<file path="src/inc/config_bank_defs.vh">
// Constants for the configuration register bank and second clock path.
// Register offsets are word indices; the APB byte address is index * 4.
`ifndef CONFIG_BANK_DEFS_VH
`define CONFIG_BANK_DEFS_VH

// ----------------------------------------------------------------------
// Register indices
// ----------------------------------------------------------------------
`define IDX_BANK_SEL      8'h00
`define IDX_BANK_SRC_A    8'h07
`define IDX_BANK_SRC_B    8'h08
`define IDX_PIN_FUNC_1    8'h0B
`define IDX_PIN_FUNC_2    8'h0C
`define IDX_PIN_SRC_0     8'h0D
`define IDX_PIN_SRC_3     8'h10
`define IDX_PIN_STATUS    8'h41
`define IDX_INT_STATUS    8'h42
`define IDX_GLOBAL_STAT   8'h43
`define IDX_P2_STATUS     8'h49
`define IDX_P2_CTRL_A     8'h60
`define IDX_P2_CTRL_C     8'h62
`define IDX_FB_FIRST      8'h70
`define IDX_FB_LAST       8'h75
`define IDX_FB_LOAD       8'h76
`define IDX_FRAC_FIRST    8'h78
`define IDX_FRAC_LAST     8'h7C

// ----------------------------------------------------------------------
// Field positions
// ----------------------------------------------------------------------
`define BANK_SEL_BIT      7
`define BOOT_DONE_BIT     7
`define INT_ENABLE_BIT    1
`define INT_STATE_BIT     0
`define SWITCH_EN_BIT     7
`define ALT_SEL_MSB       5
`define ALT_SEL_LSB       3
`define PRI_SEL_MSB       2
`define PRI_SEL_LSB       0
`define READ_LIVE_BIT     0

// ----------------------------------------------------------------------
// Reset values and masks
// ----------------------------------------------------------------------
`define BYTE_ZERO         8'h00
`define WORD_ZERO         32'h0000_0000
`define BANK_SRC_MASK     8'h3F
`define P2_CTRL_A_MASK    8'h03
`define P2_CTRL_C_MASK    8'hBF
`define GLOBAL_IE_MASK    8'h0F
`define INT_STAT_MASK     8'h02
`define FB_LAST_MASK      8'h03
`define LOAD_MASK         8'h01
`define FB_RESET          42'h000_0000_0000
`define FRAC_RESET        40'h00_0000_0000

// ----------------------------------------------------------------------
// Straps, selector codes and bank source codes
// ----------------------------------------------------------------------
`define TEST_STRAP_MATCH  1'b1
`define CFG_STRAP_MATCH   3'h0
`define IF_STRAP_MATCH    2'h3
`define REF_INPUT_1       3'h0
`define REF_INPUT_2       3'h1
`define REF_INPUT_3       3'h2
`define REF_XTAL_PIN      3'h3
`define REF_XTAL_DRIVER   3'h4
`define SRC_PLL_INT       2'h0
`define SRC_PLL_FRAC      2'h1
`define SRC_PATH2         2'h2
// Reset pin bit starts at its idle high level: no false rise after reset
`define SYNC_RESET        11'h400
// Byte number in a multi-byte field comes from the low index bits
`define FB_BYTE_BASE      3'h0
`define FRAC_BYTE_BASE    3'h0

`endif

</file>
<file path="src/hdl/config_register_bank_path2_select.v">
// Configuration register bank with strapped memory-write mode, second
// clock path input selector and output bank source selection.
// Assumes an APB master on clk, pins sampled through synchronisers and
// an external nonvolatile memory port answering reads combinationally.
//
// Function
// - Straps at reset release enter memory-write mode
// - Memory-write mode maps memory, hides registers
// - Next reset release leaves memory-write mode
// - Serial data output driven throughout memory-write mode
// - Second path selects inputs, crystal pin, driver
// - Bank source field picks integer, fraction, path
// - Switch disabled: primary field drives selector
// - Switch enabled: pin low primary, high alternate
// - Switch pin field chooses controlling pin
// - Status field shows selected second path reference
// - Byte registers; undefined addresses are reserved
// - Read-only fields ignore writes; others read-write
// - Real-time bits return live level
// - Latched bits set on edge, clear on one
// - Latched bit requests interrupt only when enabled
// - Reset returns configuration to defaults
// - Multi-byte writes ascend through transfer register
// - Last byte updates whole field at once
// - Multi-byte reads return stored value
// - Read-live bit returns live feedback divider
// - Bank select maps memory above address zero
`include "config_bank_defs.vh"
`timescale 1ns/1ps
`default_nettype none

module config_register_bank_path2_select
(
  input  wire        clk,
  input  wire        sys_rst,
  input  wire        psel,
  input  wire        penable,
  input  wire        pwrite,
  input  wire [31:0] paddr,
  input  wire [31:0] pwdata,
  output wire [31:0] prdata,
  output wire        pready,
  output wire        pslverr,
  input  wire        resetPinLow,
  input  wire        testStrap,
  input  wire [2:0]  configSelectStraps,
  input  wire [1:0]  ifaceSelectStraps,
  input  wire [3:0]  gpioPin,
  input  wire        bootDoneFlag,
  input  wire [41:0] feedbackDividerLive,
  input  wire        serialOutReq,
  output wire        serialOutEn,
  output wire        directWriteMode,
  output wire        nvmWrStb,
  output wire [7:0]  nvmAddr,
  output wire [7:0]  nvmWrData,
  input  wire [7:0]  nvmRdData,
  input  wire        inputClockOne,
  input  wire        inputClockTwo,
  input  wire        inputClockThree,
  input  wire        crystalPinIn,
  input  wire        crystalDriverClk,
  input  wire        pllIntClk,
  input  wire        pllFracClk,
  output wire        path2Clk,
  output wire [2:0]  selectedReference,
  output wire [5:0]  bankClk,
  output wire [11:0] bankSourceSelect,
  output wire [41:0] feedbackDividerField,
  output wire [39:0] fractionalDividerField,
  output wire [7:0]  pinFunctionReg,
  output wire        interruptReq
);

  // --------------------------------------------------------------------
  // Pin synchronisers
  // --------------------------------------------------------------------
  reg  [10:0] syncA_r;
  reg  [10:0] syncB_r;
  reg         rstPinPrev_r;
  reg  [3:0]  gpioPrev_r;
  wire        rstPinSync;
  wire        testSync;
  wire [2:0]  cfgSync;
  wire [1:0]  ifSync;
  wire [3:0]  gpioSync;
  wire        rstPinRise;
  wire        strapMatch;
  wire        cfgRst;

  always @(posedge clk)
  begin
    if (sys_rst)
    begin
      syncA_r      <= `SYNC_RESET;
      syncB_r      <= `SYNC_RESET;
      rstPinPrev_r <= 1'b1;
      gpioPrev_r   <= 4'h0;
    end
    else
    begin
      syncA_r      <= {resetPinLow, testStrap, configSelectStraps,
                       ifaceSelectStraps, gpioPin};
      syncB_r      <= syncA_r;
      rstPinPrev_r <= rstPinSync;
      gpioPrev_r   <= gpioSync;
    end
  end

  assign rstPinSync = syncB_r[10];
  assign testSync   = syncB_r[9];
  assign cfgSync    = syncB_r[8:6];
  assign ifSync     = syncB_r[5:4];
  assign gpioSync   = syncB_r[3:0];
  assign rstPinRise = rstPinSync & ~rstPinPrev_r;
  assign strapMatch = (testSync == `TEST_STRAP_MATCH) &
                      (cfgSync == `CFG_STRAP_MATCH) &
                      (ifSync == `IF_STRAP_MATCH);
  // Configuration held at defaults while the reset pin is low
  assign cfgRst     = sys_rst | ~rstPinSync;

  // --------------------------------------------------------------------
  // Memory-write mode
  // --------------------------------------------------------------------
  reg directMode_r;

  always @(posedge clk)
  begin
    if (sys_rst)
      directMode_r <= 1'b0;
    else if (rstPinRise)
      directMode_r <= ~directMode_r & strapMatch;
  end

  assign directWriteMode = directMode_r;
  assign serialOutEn     = directMode_r | serialOutReq;

  // --------------------------------------------------------------------
  // APB decode
  // --------------------------------------------------------------------
  reg  [7:0]  bankSel_r;
  wire [7:0]  idx;
  wire        aligned;
  wire        memBank;
  wire        setup;
  wire        access;
  wire        regWr;
  reg         mapped;

  assign idx     = paddr[9:2];
  assign aligned = (paddr[31:10] == 22'h0) & (paddr[1:0] == 2'h0);
  assign memBank = directMode_r |
                   (bankSel_r[`BANK_SEL_BIT] &
                    (idx != `IDX_BANK_SEL));
  assign setup   = psel & ~penable;
  assign access  = psel & penable;
  assign regWr   = access & pwrite & aligned & mapped & ~memBank;
  assign pready  = 1'b1;
  assign pslverr = access & ~(aligned & (mapped | memBank));

  always @*
  begin
    mapped = 1'b1;
    case (idx)
      `IDX_BANK_SEL, `IDX_BANK_SRC_A, `IDX_BANK_SRC_B,
      `IDX_PIN_FUNC_1, `IDX_PIN_FUNC_2, `IDX_PIN_STATUS,
      `IDX_INT_STATUS, `IDX_GLOBAL_STAT, `IDX_P2_STATUS,
      `IDX_P2_CTRL_A, `IDX_P2_CTRL_C, `IDX_FB_LOAD:
        mapped = 1'b1;
      default:
        mapped = ((idx >= `IDX_PIN_SRC_0) & (idx <= `IDX_PIN_SRC_3)) |
                 ((idx >= `IDX_FB_FIRST) & (idx <= `IDX_FB_LAST)) |
                 ((idx >= `IDX_FRAC_FIRST) & (idx <= `IDX_FRAC_LAST));
    endcase
  end

  // --------------------------------------------------------------------
  // Nonvolatile memory port
  // --------------------------------------------------------------------
  reg       nvmStb_r;
  reg [7:0] nvmAddr_r;
  reg [7:0] nvmData_r;

  always @(posedge clk)
  begin
    if (sys_rst)
    begin
      nvmStb_r  <= 1'b0;
      nvmAddr_r <= `BYTE_ZERO;
      nvmData_r <= `BYTE_ZERO;
    end
    else
    begin
      nvmStb_r <= access & pwrite & aligned & memBank;
      if (access & pwrite & aligned & memBank)
      begin
        nvmAddr_r <= idx;
        nvmData_r <= pwdata[7:0];
      end
    end
  end

  assign nvmWrStb  = nvmStb_r;
  assign nvmAddr   = nvmAddr_r;
  assign nvmWrData = nvmData_r;

  // --------------------------------------------------------------------
  // Configuration registers
  // --------------------------------------------------------------------
  reg [7:0]  bankSrcA_r;
  reg [7:0]  bankSrcB_r;
  reg [7:0]  pinFunc1_r;
  reg [7:0]  pinFunc2_r;
  reg [7:0]  pinSrc_r [0:3];
  reg [7:0]  globalIe_r;
  reg [7:0]  intCtl_r;
  reg [7:0]  p2CtrlA_r;
  reg [7:0]  p2CtrlC_r;
  reg [7:0]  fbLoad_r;
  reg [39:0] fbXfer_r;
  reg [31:0] fracXfer_r;
  reg [41:0] fbDiv_r;
  reg [39:0] fracDiv_r;
  wire [2:0] fbByte;
  wire [2:0] fracByte;
  integer    i;

  assign fbByte   = idx[2:0] - `FB_BYTE_BASE;
  assign fracByte = idx[2:0] - `FRAC_BYTE_BASE;

  always @(posedge clk)
  begin
    if (cfgRst)
    begin
      bankSel_r  <= `BYTE_ZERO;
      bankSrcA_r <= `BYTE_ZERO;
      bankSrcB_r <= `BYTE_ZERO;
      pinFunc1_r <= `BYTE_ZERO;
      pinFunc2_r <= `BYTE_ZERO;
      for (i = 0; i < 4; i = i + 1)
        pinSrc_r[i] <= `BYTE_ZERO;
      globalIe_r <= `BYTE_ZERO;
      intCtl_r   <= `BYTE_ZERO;
      p2CtrlA_r  <= `BYTE_ZERO;
      p2CtrlC_r  <= `BYTE_ZERO;
      fbLoad_r   <= `BYTE_ZERO;
      fbXfer_r   <= 40'h00_0000_0000;
      fracXfer_r <= `WORD_ZERO;
      fbDiv_r    <= `FB_RESET;
      fracDiv_r  <= `FRAC_RESET;
    end
    else if (regWr)
    begin
      // Reserved and read-only bits are masked off on write
      case (idx)
        `IDX_BANK_SEL:    bankSel_r  <= pwdata[7:0] & 8'h80;
        `IDX_BANK_SRC_A:  bankSrcA_r <= pwdata[7:0] & `BANK_SRC_MASK;
        `IDX_BANK_SRC_B:  bankSrcB_r <= pwdata[7:0] & `BANK_SRC_MASK;
        `IDX_PIN_FUNC_1:  pinFunc1_r <= pwdata[7:0];
        `IDX_PIN_FUNC_2:  pinFunc2_r <= pwdata[7:0];
        `IDX_GLOBAL_STAT: globalIe_r <= pwdata[7:0] & `GLOBAL_IE_MASK;
        `IDX_INT_STATUS:  intCtl_r   <= pwdata[7:0] & `INT_STAT_MASK;
        `IDX_P2_CTRL_A:   p2CtrlA_r  <= pwdata[7:0] & `P2_CTRL_A_MASK;
        `IDX_P2_CTRL_C:   p2CtrlC_r  <= pwdata[7:0] & `P2_CTRL_C_MASK;
        `IDX_FB_LOAD:     fbLoad_r   <= pwdata[7:0] & `LOAD_MASK;
        `IDX_FB_LAST:     fbDiv_r    <= {pwdata[1:0], fbXfer_r};
        `IDX_FRAC_LAST:   fracDiv_r  <= {pwdata[7:0], fracXfer_r};
        default:
        begin
          if ((idx >= `IDX_PIN_SRC_0) & (idx <= `IDX_PIN_SRC_3))
            pinSrc_r[idx[1:0] - 2'h1] <= pwdata[7:0];
          else if ((idx >= `IDX_FRAC_FIRST) & (idx <= `IDX_FRAC_LAST))
            fracXfer_r[8*fracByte +: 8] <= pwdata[7:0];
          else if ((idx >= `IDX_FB_FIRST) & (idx <= `IDX_FB_LAST))
            fbXfer_r[8*fbByte +: 8] <= pwdata[7:0];
        end
      endcase
    end
  end

  assign bankSourceSelect       = {bankSrcB_r[5:0], bankSrcA_r[5:0]};
  assign feedbackDividerField   = fbDiv_r;
  assign fractionalDividerField = fracDiv_r;
  assign pinFunctionReg         = pinFunc1_r;

  // --------------------------------------------------------------------
  // Latched pin status and interrupt
  // --------------------------------------------------------------------
  reg  [3:0] gpioLatch_r;
  wire [3:0] gpioEdge;
  wire       intState;

  assign gpioEdge = gpioSync ^ gpioPrev_r;

  always @(posedge clk)
  begin
    if (cfgRst)
      gpioLatch_r <= 4'h0;
    else if (regWr & (idx == `IDX_PIN_STATUS))
      // A new edge wins over a simultaneous clear
      gpioLatch_r <= (gpioLatch_r & ~pwdata[7:4]) | gpioEdge;
    else
      gpioLatch_r <= gpioLatch_r | gpioEdge;
  end

  assign intState     = |(gpioLatch_r & globalIe_r[3:0]);
  assign interruptReq = intState & intCtl_r[`INT_ENABLE_BIT];

  // --------------------------------------------------------------------
  // Second path input selector
  // --------------------------------------------------------------------
  wire       switchPin;
  reg  [2:0] refSel;
  reg        p2Mux;

  assign switchPin = gpioSync[p2CtrlA_r[1:0]];

  always @*
  begin
    if (p2CtrlC_r[`SWITCH_EN_BIT] & switchPin)
      refSel = p2CtrlC_r[`ALT_SEL_MSB:`ALT_SEL_LSB];
    else
      refSel = p2CtrlC_r[`PRI_SEL_MSB:`PRI_SEL_LSB];
  end

  always @*
  begin
    case (refSel)
      `REF_INPUT_1:     p2Mux = inputClockOne;
      `REF_INPUT_2:     p2Mux = inputClockTwo;
      `REF_INPUT_3:     p2Mux = inputClockThree;
      `REF_XTAL_PIN:    p2Mux = crystalPinIn;
      `REF_XTAL_DRIVER: p2Mux = crystalDriverClk;
      default:          p2Mux = 1'b0;
    endcase
  end

  assign path2Clk          = p2Mux;
  assign selectedReference = refSel;

  // --------------------------------------------------------------------
  // Output bank source muxes
  // --------------------------------------------------------------------
  genvar b;
  generate
    for (b = 0; b < 6; b = b + 1)
    begin : bankMux
      wire [1:0] src;
      assign src = bankSourceSelect[2*b +: 2];
      assign bankClk[b] = (src == `SRC_PLL_INT)  ? pllIntClk :
                          (src == `SRC_PLL_FRAC) ? pllFracClk :
                          (src == `SRC_PATH2)    ? p2Mux : 1'b0;
    end
  endgenerate

  // --------------------------------------------------------------------
  // Read path
  // --------------------------------------------------------------------
  reg  [7:0]  rdByte;
  reg  [31:0] prdata_r;
  wire [47:0] fbRead;
  wire [39:0] fracRead;

  assign fbRead   = {6'h00, fbLoad_r[`READ_LIVE_BIT] ?
                            feedbackDividerLive : fbDiv_r};
  assign fracRead = fracDiv_r;

  always @*
  begin
    rdByte = `BYTE_ZERO;
    case (idx)
      `IDX_BANK_SEL:    rdByte = bankSel_r;
      `IDX_BANK_SRC_A:  rdByte = bankSrcA_r;
      `IDX_BANK_SRC_B:  rdByte = bankSrcB_r;
      `IDX_PIN_FUNC_1:  rdByte = pinFunc1_r;
      `IDX_PIN_FUNC_2:  rdByte = pinFunc2_r;
      `IDX_PIN_STATUS:  rdByte = {gpioLatch_r, gpioSync};
      `IDX_INT_STATUS:  rdByte = {6'h00, intCtl_r[`INT_ENABLE_BIT],
                                 intState};
      `IDX_GLOBAL_STAT: rdByte = {bootDoneFlag, 3'h0, globalIe_r[3:0]};
      `IDX_P2_STATUS:   rdByte = {5'h00, refSel};
      `IDX_P2_CTRL_A:   rdByte = p2CtrlA_r;
      `IDX_P2_CTRL_C:   rdByte = p2CtrlC_r;
      `IDX_FB_LOAD:     rdByte = fbLoad_r;
      default:
      begin
        if ((idx >= `IDX_PIN_SRC_0) & (idx <= `IDX_PIN_SRC_3))
          rdByte = pinSrc_r[idx[1:0] - 2'h1];
        else if ((idx >= `IDX_FRAC_FIRST) & (idx <= `IDX_FRAC_LAST))
          rdByte = fracRead[8*fracByte +: 8];
        else if ((idx >= `IDX_FB_FIRST) & (idx <= `IDX_FB_LAST))
          rdByte = fbRead[8*fbByte +: 8];
      end
    endcase
  end

  always @(posedge clk)
  begin
    if (sys_rst)
      prdata_r <= `WORD_ZERO;
    else if (setup & ~pwrite)
    begin
      if (~aligned)
        prdata_r <= `WORD_ZERO;
      else if (memBank)
        prdata_r <= {24'h000000, nvmRdData};
      else
        prdata_r <= {24'h000000, rdByte};
    end
  end

  assign prdata = prdata_r;

endmodule

`default_nettype wire

</file>
<file path="config.mk">
export PLATFORM = sky130hd
export DESIGN_NAME = config_register_bank_path2_select
export DESIGN_NICKNAME = d
export VERILOG_FILES = /design/src/hdl/config_register_bank_path2_select.v
export VERILOG_INCLUDE_DIRS = /design/src /design/src/inc
export SDC_FILE = /design/constraint.sdc
export NUM_CORES = 1
export LEC_CHECK = 0
export BUFFER_PORTS_ARGS = -buffer_cell sky130_fd_sc_hd__buf_2
export CORE_MARGIN = 3
export CORE_UTILIZATION = 51
export CTS_BUF_LIST = sky130_fd_sc_hd__clkbuf_8
export DETAILED_ROUTE_END_ITERATION = 8
export PLACE_DENSITY = 0.79
export SLEW_MARGIN = 30
export SYNTH_ARGS = -nofsm -noshare
export SYNTH_HDL_FRONTEND = slang
export SYNTH_SLANG_ARGS = --single-unit
</file>
<file path="constraint.sdc">
create_clock -name clk -period 5.32 [get_ports clk]
set_clock_uncertainty 0.1 [all_clocks]
set_input_delay 1.064 -clock clk [delete_from_list [all_inputs] [get_ports clk]]
set_output_delay 1.064 -clock clk [all_outputs]
set_load 0.01 [all_outputs]
</file>
* Word level (Yosys, flattened, before mapping) *
Memory sizes are Yosys's and may differ from the RTL's.
Cells that the tools add are included.

word-level totals
  ROM bits = 0
  bits in registers = 279
  latch bits = 0
  bits of input ports = 139
  word-level logic and storage cells = 187
  RAM bits = 32
  memories = 1
  output and inout bits = 166

memories
  name      depth  width  rd ports  clocked after memory_dff  write ports  RTL line                                 RTL
  pinSrc_r  4      8      1         0                         4            config_register_bank_path2_select.v:214  reg [7:0] pinSrc_r [0:3];

cells by class
  bitwise gates (word level) = 44
  $mul = 0
  add/sub/neg operators = 2
  eq/ne operators = 30
  div/mod/pow operators = 0
  magnitude comparators = 7
  muxes and demuxes = 43
  shifts and indexed selects = 6
  reduce and logical (&&, ||, !) cells = 30

operators by type and width
  kind                       count
  $pmux W8 S12               1
  $eq A8 B7 Y1 const B       9
  $mux W8                    6
  $shiftx A48 B7 Y8          1
  $mux W42                   1
  $bwmux W40                 1
  $shift A8 B34 Y40 const A  1
  $shiftx A40 B7 Y8          1
  $shiftx A8 B34 Y40         1
  $neg A6 Y34                1
  $shift A8 B34 Y32 const A  1
  $shiftx A8 B34 Y32         1
  $bwmux W32                 1
  $mux W1                    28
  $eq A8 B4 Y1 const B       3
  $reduce_and A2 Y1          12
  $reduce_or A12 Y1          2
  $and A1 B1 Y1              22
  $logic_not A22 Y1          1
  $ge A8 B7 Y1 const B       2
  $le A8 B7 Y1 const B       2
  $eq A2 B2 Y1 const B       7
  $logic_not A2 Y1           7
  $eq A2 B1 Y1 const B       6
  26 further kinds           44

* Longest topological paths before layout *
Gate-level depths: netlist of run 1.

  depth after elaboration = 12
  mapped depth = 15
  gate-level depth less buffers = 9

* Worst setup path before layout of run 1 *
No wires, ideal clock.

  kind = input to register
  start = input paddr[2]
  end = memory pinSrc_r[3][0], enable pin
  setup time = 0.387 ns
  slack = 0.291 ns
  path buffers = 4
  stages = 11
  data required time = 4.833 ns
  arrival time = 4.542 ns
  cells stage by stage = clkbuf_1 -> buf_2 -> inv_1 -> clkbuf_1 -> ha_1 -> buf_2 -> nor4b_1 -> a21oi_1 -> or3_1 -> or4_1 -> o31ai_1

RTL lines
  item         RTL line                                 RTL
  from (decl)  config_register_bank_path2_select.v:39   input wire [31:0] paddr,
  to (decl)    config_register_bank_path2_select.v:214

* Final worst setup path of run 1 *
  start = input paddr[2]
  end = output pslverr

on the way
  word-level cells in the longest chain between the ends = 9
  elaborated cells on any way between the ends = 32
  classes of those cells = 6 x order compare; 11 x eq/ne; 1 x mux; 11 x bitwise; 3 x reduce/logical

ends and longest elaborated chain
  item                                                         RTL line                                                                          RTL
  $ge A8 B4 Y1 (no source line), or another cell as far along  n/a
  $and A1 B1 Y1, on equally long branches                      config_register_bank_path2_select.v:171, config_register_bank_path2_select.v:172
  $or A1 B1 Y1 (2 in series)                                   config_register_bank_path2_select.v:171                                           mapped = ((idx >= `IDX_PIN_SRC_0) & (idx <= `IDX_PIN_SRC_3)) |
  $mux W1                                                      config_register_bank_path2_select.v:164                                           case (idx)
  $or A1 B1 Y1 *                                               config_register_bank_path2_select.v:159                                           assign pslverr = access & ~(aligned & (mapped | memBank));
  $and A1 B1 Y1 *                                              config_register_bank_path2_select.v:159
  $not A1 Y1 *                                                 config_register_bank_path2_select.v:159
  $and A1 B1 Y1 *                                              config_register_bank_path2_select.v:159
  to (decl)                                                    config_register_bank_path2_select.v:43                                            output wire pslverr,

Mark *: on every way between the ends. The rest lies on a longest branch, timed or not.

==> impl_metrics.csv, run 1 <==
group,metric,value,unit
setup_path,crit_type,"in -> out",
drt,top_layer_used,"met4",
sta,setup_viol,0,
drt,wl_met3,4580,um
power,p_per_area,291,mW/mm2
clock_network,ctsHoldBuffers,0,
final_layout,instances_no_fill,2081,
sta,min_period_over_period,88.6,%
clock_network,clockBufferDepth,3,
placement,pre_cts_ws,650,ps
drt,wl_per_cell,20.6,um
sta,period_minus_slack,4710,ps
clock_network,root_buffer,"clkbuf_8",
drt,via_per_inst,6.01,
clock_network,postCtsSetupBuffers,0,
power,intPower,3.45,mW
final_layout,layout-drive-gt1-share,23.6,%
sta,finalHoldViolCount,0,
yosys,async_reset_ff_share,0,%
die,die-area,0.0278,mm2
flow_run,cap_violations,0,
yosys,avgSynthCellArea,8.82,um2
yosys,synth-edff-count,32,
drt,drt-met1-wl,16800,um
placement,dp_hpwl,29800,um
clock_network,htreeDepth,2,
grt,grt_pass1_wl,65400,um
yosys,ys_seq_area_share,46.0,%
sta,slew_headroom,30.5,%
clock_network,clk_pin_slew_worst_paths,50,ps
die,coreArea,0.0253,mm2
final_layout,multi_input_area,0.00654,mm2
placement,gp_congestion,0.960,
drt,routed_wl,42800,um
die,die_x,167,um
final_layout,stdcell_area,0.0156,mm2
final_layout,fillCellCount,2179,
sta,hold_ws,307,ps
placement,placed_area,0.0146,mm2
final_layout,syn_to_final_growth,18.1,%
power,p_switching,1.09,mW
power,p_seq_share,48.9,%
final_layout,regArea,0.00607,mm2
drt,ant_nets,0,
grt,antenna_found_initial,4,
hold_path,hold_path_class,"reg -> reg",
die,io_pins,305,
clock_network,cts_made_buffers,47,
drt,drc,0,
setup_path,cp-start-kind,"input port",
yosys,synth.distinct_cells,66,
grt,grt_overflow,0,
setup_path,worstPathRequired,4160,ps
yosys,syn_area,0.0132,mm2
sta,worst_pin_slew,1040,ps
drt,drt_first_pass_iters,6,
yosys,synthCells,1494,
grt,grt_pass1_vias,11700,
grt,grt_util_all_layers,29.3,%
grt,grt_max_degree,81,
setup_path,cp_max_fo,13,
power,p_sw_share,24.0,%
sta,rsz0062_at_grt,"no",
power,pwr-share-clk,44.4,%
drt,wl_met2,19700,um
setup_path,critPathArrivalTime,3550,ps
yosys,yosysWarnings,0,
clock_network,cts_tree,"done",
die,die_h,167,um
die,rows,58,
placement,placed_cells,1992,
drt,via_count,12500,
final_layout,nets,1857,
power,ir_drop,217,uV
clock_network,cts_sinks,287,
power,leakage,6.19,nW
drt,drt-initial-drc-count,1675,
power,combinationalPowerShare,6.7,%
sta,layout_setup_ws,608,ps
setup_path,cp-end-kind,"output port",
sta,fin_setup_tns,0,ps
sta,fmax,212,MHz
clock_network,insertion_delay,570,ps
clock_network,cts_resized,0,
sta,slew_viol_final,0,
placement,port_buffers,255,
yosys,synth_flop_cell,"dfxtp_1",
die,initial_utilization,52.1,%
run_status,status,"finished, final reports clean",
yosys,synth_seq_cells,287,
[state kept, by name, summed over array words and instances, names as in the netlist, 11 cells and up]
register and count:
syncB_r 11, feedbackDividerField 42, syncA_r 11, fbXfer_r 40, fractionalDividerField 40, fracXfer_r 32
pinSrc_r 32
[area by class of cell]
class                      instances  area share [%]
multi-input combinational       1082            42.0
clock inverter                    28            1.25
clock buffer                      59            5.22
antenna                            2          0.0321
timing repair buffer             284            9.69
inverter                           9           0.217
tap                              330            2.65
sequential                       287            39.0
[cells by family (layout without fill, tap and decap cells)]
kind of cell | count (synthesis) | in the layout | share of synthesized area, %
other | 2 | 27 | 0.0570
XOR/XNOR | 4 | 4 | 0.266
adder cells (fa/ha/maj) | 7 | 7 | 0.664
multiplexers | 121 | 121 | 12.3
AO/OA/AOI/OAI | 272 | 272 | 12.6
AND/OR/NAND/NOR | 653 | 653 | 22.9
flip-flops | 287 | 287 | 46.0
buffers and inverters | 148 | 380 | 5.23
[worst paths after layout]
path	start	to	slack, ps	depth (start not counted)
worst max-delay path	paddr[2]	pslverr	610	11
worst min-delay path	syncA_r[10]	syncB_r[10]	310	1
worst max register to register	directWriteMode	pinSrc_r[3][2]	2090	7
worst min register to register	syncA_r[10]	syncB_r[10]	310	1
[Yosys cell counts (6+ instances only)]
cell	count	area share, %
buf_4	25	1.4
nand4_1	13	0.62
nor4_1	13	0.62
nand2_1	312	8.9
a221oi_1	11	0.73
nor3b_1	8	0.46
and3_1	8	0.38
or3_1	6	0.28
nand3_1	77	2.9
a311oi_1	6	0.40
buf_2	26	0.99
o21ai_0	44	1.7
a32oi_1	6	0.40
a211oi_1	6	0.34
clkbuf_1	80	2.3
a21oi_1	136	5.2
mux2i_1	79	6.0
inv_1	8	0.23
a22oi_1	11	0.63
buf_1	7	0.20
nor3_1	15	0.57
mux4_2	32	5.5
ha_1	7	0.66
or4_1	8	0.46
or2_2	6	0.28
and2_1	6	0.28
nand2b_1	11	0.52
o221ai_1	8	0.53
nor2_1	112	3.2
nor2b_1	38	1.8
mux2_2	10	0.85
edfxtp_1	32	7.3
dfxtp_1	255	39
[power groups by stage]
stage          combinational, mW  clock [mW]  sequential (mW)
5_1_grt                    0.321        2.13             2.22
3_5_place_dp               0.295           0             2.26
4_1_cts                    0.296        2.03             2.22
3_3_place_gp               0.290           0             2.26
2_1_floorplan              0.189           0             2.26
6_report                   0.303        2.02             2.22
[worst max-delay path, cell delays in order]
cell and delay [ps]:
buf_2 360, inv_1 140, buf_4 240, ha_1 240, buf_4 190, o211ai_1 300, o211ai_2 270, nor2_1 210
a41oi_1 220, nor2_1 150, buf_2 150
[per-layer routing]
| layer | up-vias | track usage, % |
|---|---|---|
| met5 | - | 0 |
| met4 | 0 | 11.7 |
| met3 | 132 | 5.96 |
| met2 | 779 | 46.5 |
| met1 | 5923 | 39.5 |
| li1 | 5669 | - |
[placed cells by master (no fill, tap or decap), types with 32 or more instances in the layout]
| master | n |
|---|---|
| nand2_1 | 312 |
| dfxtp_1 | 255 |
| buf_2 | 254 |
| a21oi_1 | 136 |
| nor2_1 | 112 |
| mux2i_1 | 79 |
| nand3_1 | 77 |
| clkbuf_8 | 59 |
| o21ai_0 | 44 |
| nor2b_1 | 37 |
| mux4_2 | 32 |
| edfxtp_1 | 32 |
[stage by stage]
step	power, mW	util (%)
detailed placement	2.56	57.5
CTS	4.55	61.4
global route	4.67	61.5
floorplan	2.45	-
global placement	2.55	57.5
finish	4.54	61.5
No activity file was read; power rests on OpenSTA's default activity.
==> run 2, diff against run 1 <==
--- a/config.mk
+++ b/config.mk
@@ -9,3 +9,2 @@
 export BUFFER_PORTS_ARGS = -buffer_cell sky130_fd_sc_hd__buf_2
-export CORE_MARGIN = 3
 export CORE_UTILIZATION = 51
--- a/constraint.sdc
+++ b/constraint.sdc
@@ -4,2 +4,2 @@
 set_output_delay 1.064 -clock clk [all_outputs]
-set_load 0.01 [all_outputs]
+set_load 0.02 [all_outputs]
==> run 2 against run 1 <==
  * Critical path depth shrank 4
  * Via count fell by 0.46%
  * Cell area shrank 0.58%
  * Sequential share of layout area grew 0.23 points
==> impl_metrics.csv, run 2 (synthesized netlist as in run 1, its figures left out) <==
group,metric,value,unit
run_status,status,"finished, final reports clean",
final_layout,largest_reg_flops,42,
drt,wl_per_cell,20.2,um
grt,grt_max_degree,85,
clock_network,postCtsSetupBuffers,0,
setup_path,crit_buf_inv,1,
setup_path,cp_max_fo,7,
setup_path,cp-start-kind,"register",
setup_path,crit_chain,"mux2i_1 -> o22ai_1 -> mux2i_1 -> mux2_2 -> a211oi_1 -> a21oi_1 -> buf_2",
die,initial_utilization,52.2,%
drt,via_per_inst,6.00,
final_layout,regArea,0.00607,mm2
sta,min_period_over_period,86.7,%
sta,period_minus_slack,4610,ps
clock_network,insertion_delay,550,ps
setup_path,cp_slowest_cell,"a211oi_1",
sta,finalHoldViolCount,0,
hold_path,hold_path_class,"reg -> reg",
placement,gp_congestion,0.962,
drt,drc,0,
sta,slew_headroom,41.9,%
grt,grt_pass1_wl,62800,um
final_layout,fillCellCount,2218,
clock_network,htreeDepth,2,
clock_network,cts_resized,0,
power,leakage,6.12,nW
sta,setup_viol,0,
final_layout,multi_input_area,0.00654,mm2
drt,ant_nets,0,
drt,drt_first_pass_iters,5,
setup_path,cp_slowest_stage_delay,670,ps
final_layout,nets,1852,
setup_path,cp_top_family,"compound AO/OA/AOI/OAI gates",
grt,antenna_found_initial,6,
setup_path,critPathArrivalTime,3450,ps
die,io_pins,305,
clock_network,cts_tree,"done",
power,ir_drop,188,uV
flow_run,cap_violations,0,
placement,port_buffers,255,
final_layout,finalCoreUtilization,61.3,%
setup_path,cp-end-kind,"output port",
drt,routed_wl,41900,um
grt,grt_overflow,0,
die,die_h,163,um
power,p_per_area,285,mW/mm2
clock_network,root_buffer,"clkbuf_8",
final_layout,final_common_cell,"nand2_1",
setup_path,worstPathRequired,4160,ps
grt,grt_pass1_vias,11300,
setup_path,crit_type,"reg -> out",
die,coreArea,0.0253,mm2
setup_path,cpMostUsedCell,"mux2i_1",
sta,fmax,217,MHz
die,die_x,163,um
clock_network,cts_sinks,287,
sta,slew_viol_final,0,
final_layout,layout-drive-gt1-share,23.5,%
drt,drt-initial-drc-count,1526,
final_layout,syn_to_final_growth,17.4,%
drt,via_count,12400,
sta,worst_pin_slew,864,ps
grt,grt_util_all_layers,30.6,%
clock_network,clk_pin_slew_worst_paths,60,ps
clock_network,ctsHoldBuffers,0,
sta,rsz0062_at_grt,"no",
clock_network,clockBufferDepth,3,
clock_network,cts_made_buffers,45,
final_layout,layout_common_cells,"312 x nand2_1, 255 x dfxtp_1, 254 x buf_2, 136 x a21oi_1, 112 x nor2_1",
sta,fin_setup_tns,0,ps
placement,dp_hpwl,29200,um
die,die-area,0.0265,mm2
die,rows,58,
[run 2: cell count changes in the layout (fill, tap and decap cells not counted)]
cell,previous run,this run
buf_4,29,26
bufinv_16,3,1
clkinvlp_4,0,1
diode_2,2,4
inv_1,29,25
inv_8,1,0
nor4_1,12,11
nor4_2,3,4
[run 2: path summary, 6_finish.rpt]
| kind | startpoint | endpoint | slack, ps | depth (start not counted) |
|---|---|---|---|---|
| worst max register to register | directWriteMode | pinSrc_r[2][0] | 2170 | 6 |
| worst min-delay path | syncA_r[10] | syncB_r[10] | 310 | 1 |
| worst max-delay path | p2CtrlA_r[0] | bankClk[1] | 710 | 7 |
| worst min register to register | syncA_r[10] | syncB_r[10] | 310 | 1 |
[run 2: metal layers]
layer  vias up  global-route usage (%)  share of wire [%]
met4         0                    12.7                3.7
met2       769                    48.4                 46
met3       117                    5.63                 10
met1      5911                    41.2                 41
met5         -                       0                  0
li1       5649                       -                  -
[run 2: layout make-up]
| cell class | instances | area share [%] |
|---|---|---|
| Multi-Input combinational cell | 1082 | 42.3 |
| Sequential cell | 287 | 39.2 |
| Timing Repair Buffer | 281 | 9.60 |
| Clock buffer | 59 | 5.25 |
| Tap cell | 330 | 2.67 |
| Clock inverter | 22 | 0.752 |
| Inverter | 9 | 0.218 |
| Antenna cell | 4 | 0.0647 |
[run 2: worst register-to-register path: stages, from the launching register on]
cell     delay, ps
dfxtp_1        390
nor4b_1        430
a21oi_1        160
or3_1          500
nor4_2         430
nand2_1        380
nand2_1        420
[run 2: report_power, final]
| group | switching (mW) | internal, mW |
|---|---|---|
| logic | 0.218 | 0.0948 |
| registers | 0.00961 | 2.21 |
| clock network | 0.842 | 1.04 |
| total | 1.07 | 3.34 |
[run 2: metrics by stage]
step           instances  area [um2]  total power [mW]  setup WS [ps]  hold WS (ps)
2_1_floorplan       1517       13300              2.46            291           289
3_3_place_gp        1989       14500              2.56            853           294
3_5_place_dp        1989       14500              2.57            801           300
4_1_cts             2070       15500              4.43            718           314
5_1_grt             2072       15500              4.55            458           345
6_report            2074       15500              4.41            707           313
==> run 3, diff against run 2 <==
- ABC_AREA: not set -> 1
==> run 3 against run 2 <==
  * Register-to-register slack improved by 490 ps
  * Area after synthesis is 6.9% higher
  * Sequential share of layout area down 1.9 points
  * Clock power hardly changed
  * Sequential power hardly changed
  * Via count increased by 13%
  * Core utilization shrank 1.1 points
  * First-iteration DRC count up 11%
  * Synthesized cell count grew 38%
  * Global-route usage is essentially flat
  * Critical path depth is 6 higher
  * Critical endpoint is now pslverr
  * Largest power group unchanged
==> impl_metrics.csv, run 3 <==
group,metric,value,unit
drt,wl_per_cell,16.6,um
setup_path,worstPathRequired,4160,ps
setup_path,critPathArrivalTime,3360,ps
drt,drc,0,
final_layout,largest_reg_flops,42,
yosys,syn_area,0.0141,mm2
power,leakage,7.72,nW
final_layout,layout-drive-gt1-share,16.7,%
final_layout,layout_common_cells,"349 x nor2_1, 344 x nand2_1, 295 x inv_1, 255 x buf_2, 254 x dfxtp_1",
drt,via_count,14100,
grt,grt_pass1_vias,12800,
drt,ant_nets,0,
run_status,status,"finished, final reports clean",
placement,gp_congestion,0.957,
clock_network,cts_made_buffers,48,
yosys,synthCells,2068,
hold_path,hold_path_class,"reg -> reg",
grt,grt_overflow,0,
yosys,yosysWarnings,0,
yosys,yosysTopAreaCell,"dfxtp_1",
drt,drt_first_pass_iters,6,
flow_run,cap_violations,0,
clock_network,postCtsSetupBuffers,0,
setup_path,cp-startpoint,"paddr[3]",
power,p_per_area,279,mW/mm2
sta,period_minus_slack,4530,ps
clock_network,cts_tree,"done",
setup_path,ff2ff_setup_slack,2660,ps
setup_path,crit_type,"in -> out",
yosys,synth_flop_cell,"dfxtp_1",
drt,drt-initial-drc-count,1690,
clock_network,root_buffer,"clkbuf_8",
hold_path,min_from,"syncA_r[9]",
sta,min_period_over_period,85.1,%
die,die_h,168,um
clock_network,htreeDepth,2,
grt,antenna_found_initial,0,
final_layout,nets,2420,
die,coreArea,0.0270,mm2
die,io_pins,305,
setup_path,cp-start-kind,"input port",
clock_network,clk_pin_slew_worst_paths,50,ps
yosys,synth.distinct_cells,39,
yosys,synthTopCellsByCount,"350 x nor2_1, 344 x nand2_1, 279 x inv_1",
sta,fin_setup_tns,0,ps
drt,routed_wl,44000,um
final_layout,antenna_cells,0,
clock_network,cts_resized,0,
yosys,async_reset_ff_share,0,%
yosys,ys_seq_area_share,43.0,%
grt,grt_util_all_layers,30.7,%
clock_network,ctsHoldBuffers,0,
die,rows,60,
drt,via_per_inst,5.31,
sta,slew_viol_final,0,
sta,fmax,221,MHz
yosys,synth.most_common_cell,"nor2_1",
clock_network,clockBufferDepth,3,
yosys,synth_seq_cells,287,
yosys,yosys.area.top_type_share,36.2,%
die,initial_utilization,52.2,%
die,die-area,0.0283,mm2
placement,dp_hpwl,31500,um
clock_network,insertion_delay,590,ps
yosys,avgSynthCellArea,6.82,um2
placement,placed_area,0.0153,mm2
power,ir_drop,202,uV
die,die_x,168,um
final_layout,final_common_cell,"nor2_1",
yosys,synth-edff-count,32,
setup_path,r2r-start,"directWriteMode",
final_layout,syn_to_final_growth,15.3,%
sta,finalHoldViolCount,0,
setup_path,cp_max_fo,7,
grt,grt_pass1_wl,68600,um
sta,setup_viol,0,
final_layout,stdcell_area,0.0163,mm2
sta,worst_pin_slew,984,ps
grt,grt_max_degree,203,
clock_network,cts_sinks,287,
final_layout,finalCoreUtilization,60.2,%
yosys,synth_area_leaders,"dfxtp_1 36%, nor2_1 9.3%, nand2_1 9.2%, a21oi_1 8.9%, inv_1 7.4%",
setup_path,cp-end-kind,"output port",
sta,rsz0062_at_grt,"no",
placement,port_buffers,255,
sta,slew_headroom,34.4,%
==> run 3: changes by cell type in the layout (fill, tap and decap cells not counted), sizes merged, moves of 12 or more <==
cell,previous run,this run
mux2i,79,0
nor2b,38,0
mux4,32,0
o21ai,44,199
nand2,312,355
buf,281,269
inv,25,305
nor2,112,364
nor4,17,3
nand3,79,108
a21oi,136,253
==> run 3: logic make-up (layout without fill, tap and decap cells) <==
group | after synthesis | in the layout | synth area share (%)
simple gates | 866 | 866 | 25.9
compound gates | 478 | 478 | 17.5
buf+inv | 424 | 641 | 12.7
flops | 287 | 287 | 43.0
fa+ha+maj | 7 | 7 | 0.621
xor+xnor | 4 | 4 | 0.248
other cells | 2 | 25 | 0.0533
==> run 3: cell type report <==
type / instances / area [um2]
fillers: 2674 / 10800
multi-input cells: 1380 / 6340
flip-flops and latches: 287 / 6070
repair buffers: 269 / 1410
inverters: 288 / 1080
clock buffers: 59 / 812
well taps: 341 / 427
clock inverters: 25 / 120
==> run 3: report_power, final <==
group / total [mW] / internal (mW) / switching (mW) / leakage (nW)
registers: 2.22 / 2.21 / 0.0106 / 2.40
logic: 0.411 / 0.113 / 0.298 / 4.78
clock network: 1.90 / 1.00 / 0.899 / 0.540
==> run 3: stage by stage <==
stage | power, mW | worst slack, ps | std cells | hold slack (ps)
6_report | 4.53 | 793 | 2649 | 301
5_1_grt | 4.69 | 694 | 2649 | 314
4_1_cts | 4.54 | 898 | 2649 | 300
3_5_place_dp | 2.66 | 719 | 2565 | 292
3_3_place_gp | 2.66 | 818 | 2565 | 291
2_1_floorplan | 2.53 | 933 | 2091 | 288
==> run 3: final timing paths <==
| kind | end | depth (start not counted) |
|---|---|---|
| min reg2reg | syncB_r[9] | 2 |
| max reg2reg | pinSrc_r[1][5] | 7 |
| max | pslverr | 13 |
| min | syncB_r[9] | 2 |
==> run 3: layer usage <==
layer  GRT usage (%)  wire, um  up-vias
met5               0         0        -
met4            9.25      1200        0
met3            5.17      3990       84
met2            46.7     19100      675
met1            44.3     19700     6358
li1                -         -     6946
==> run 3: worst max-delay path: stages <==
cell      delay (ps)
buf_2             90
clkinv_1         210
ha_1             380
inv_1            110
nor2_1            70
nand3_1          280
nand2_1          120
nor2_1           140
nand3_1          180
nor2_4           270
nand2_1           80
a21oi_1          150
buf_2            180
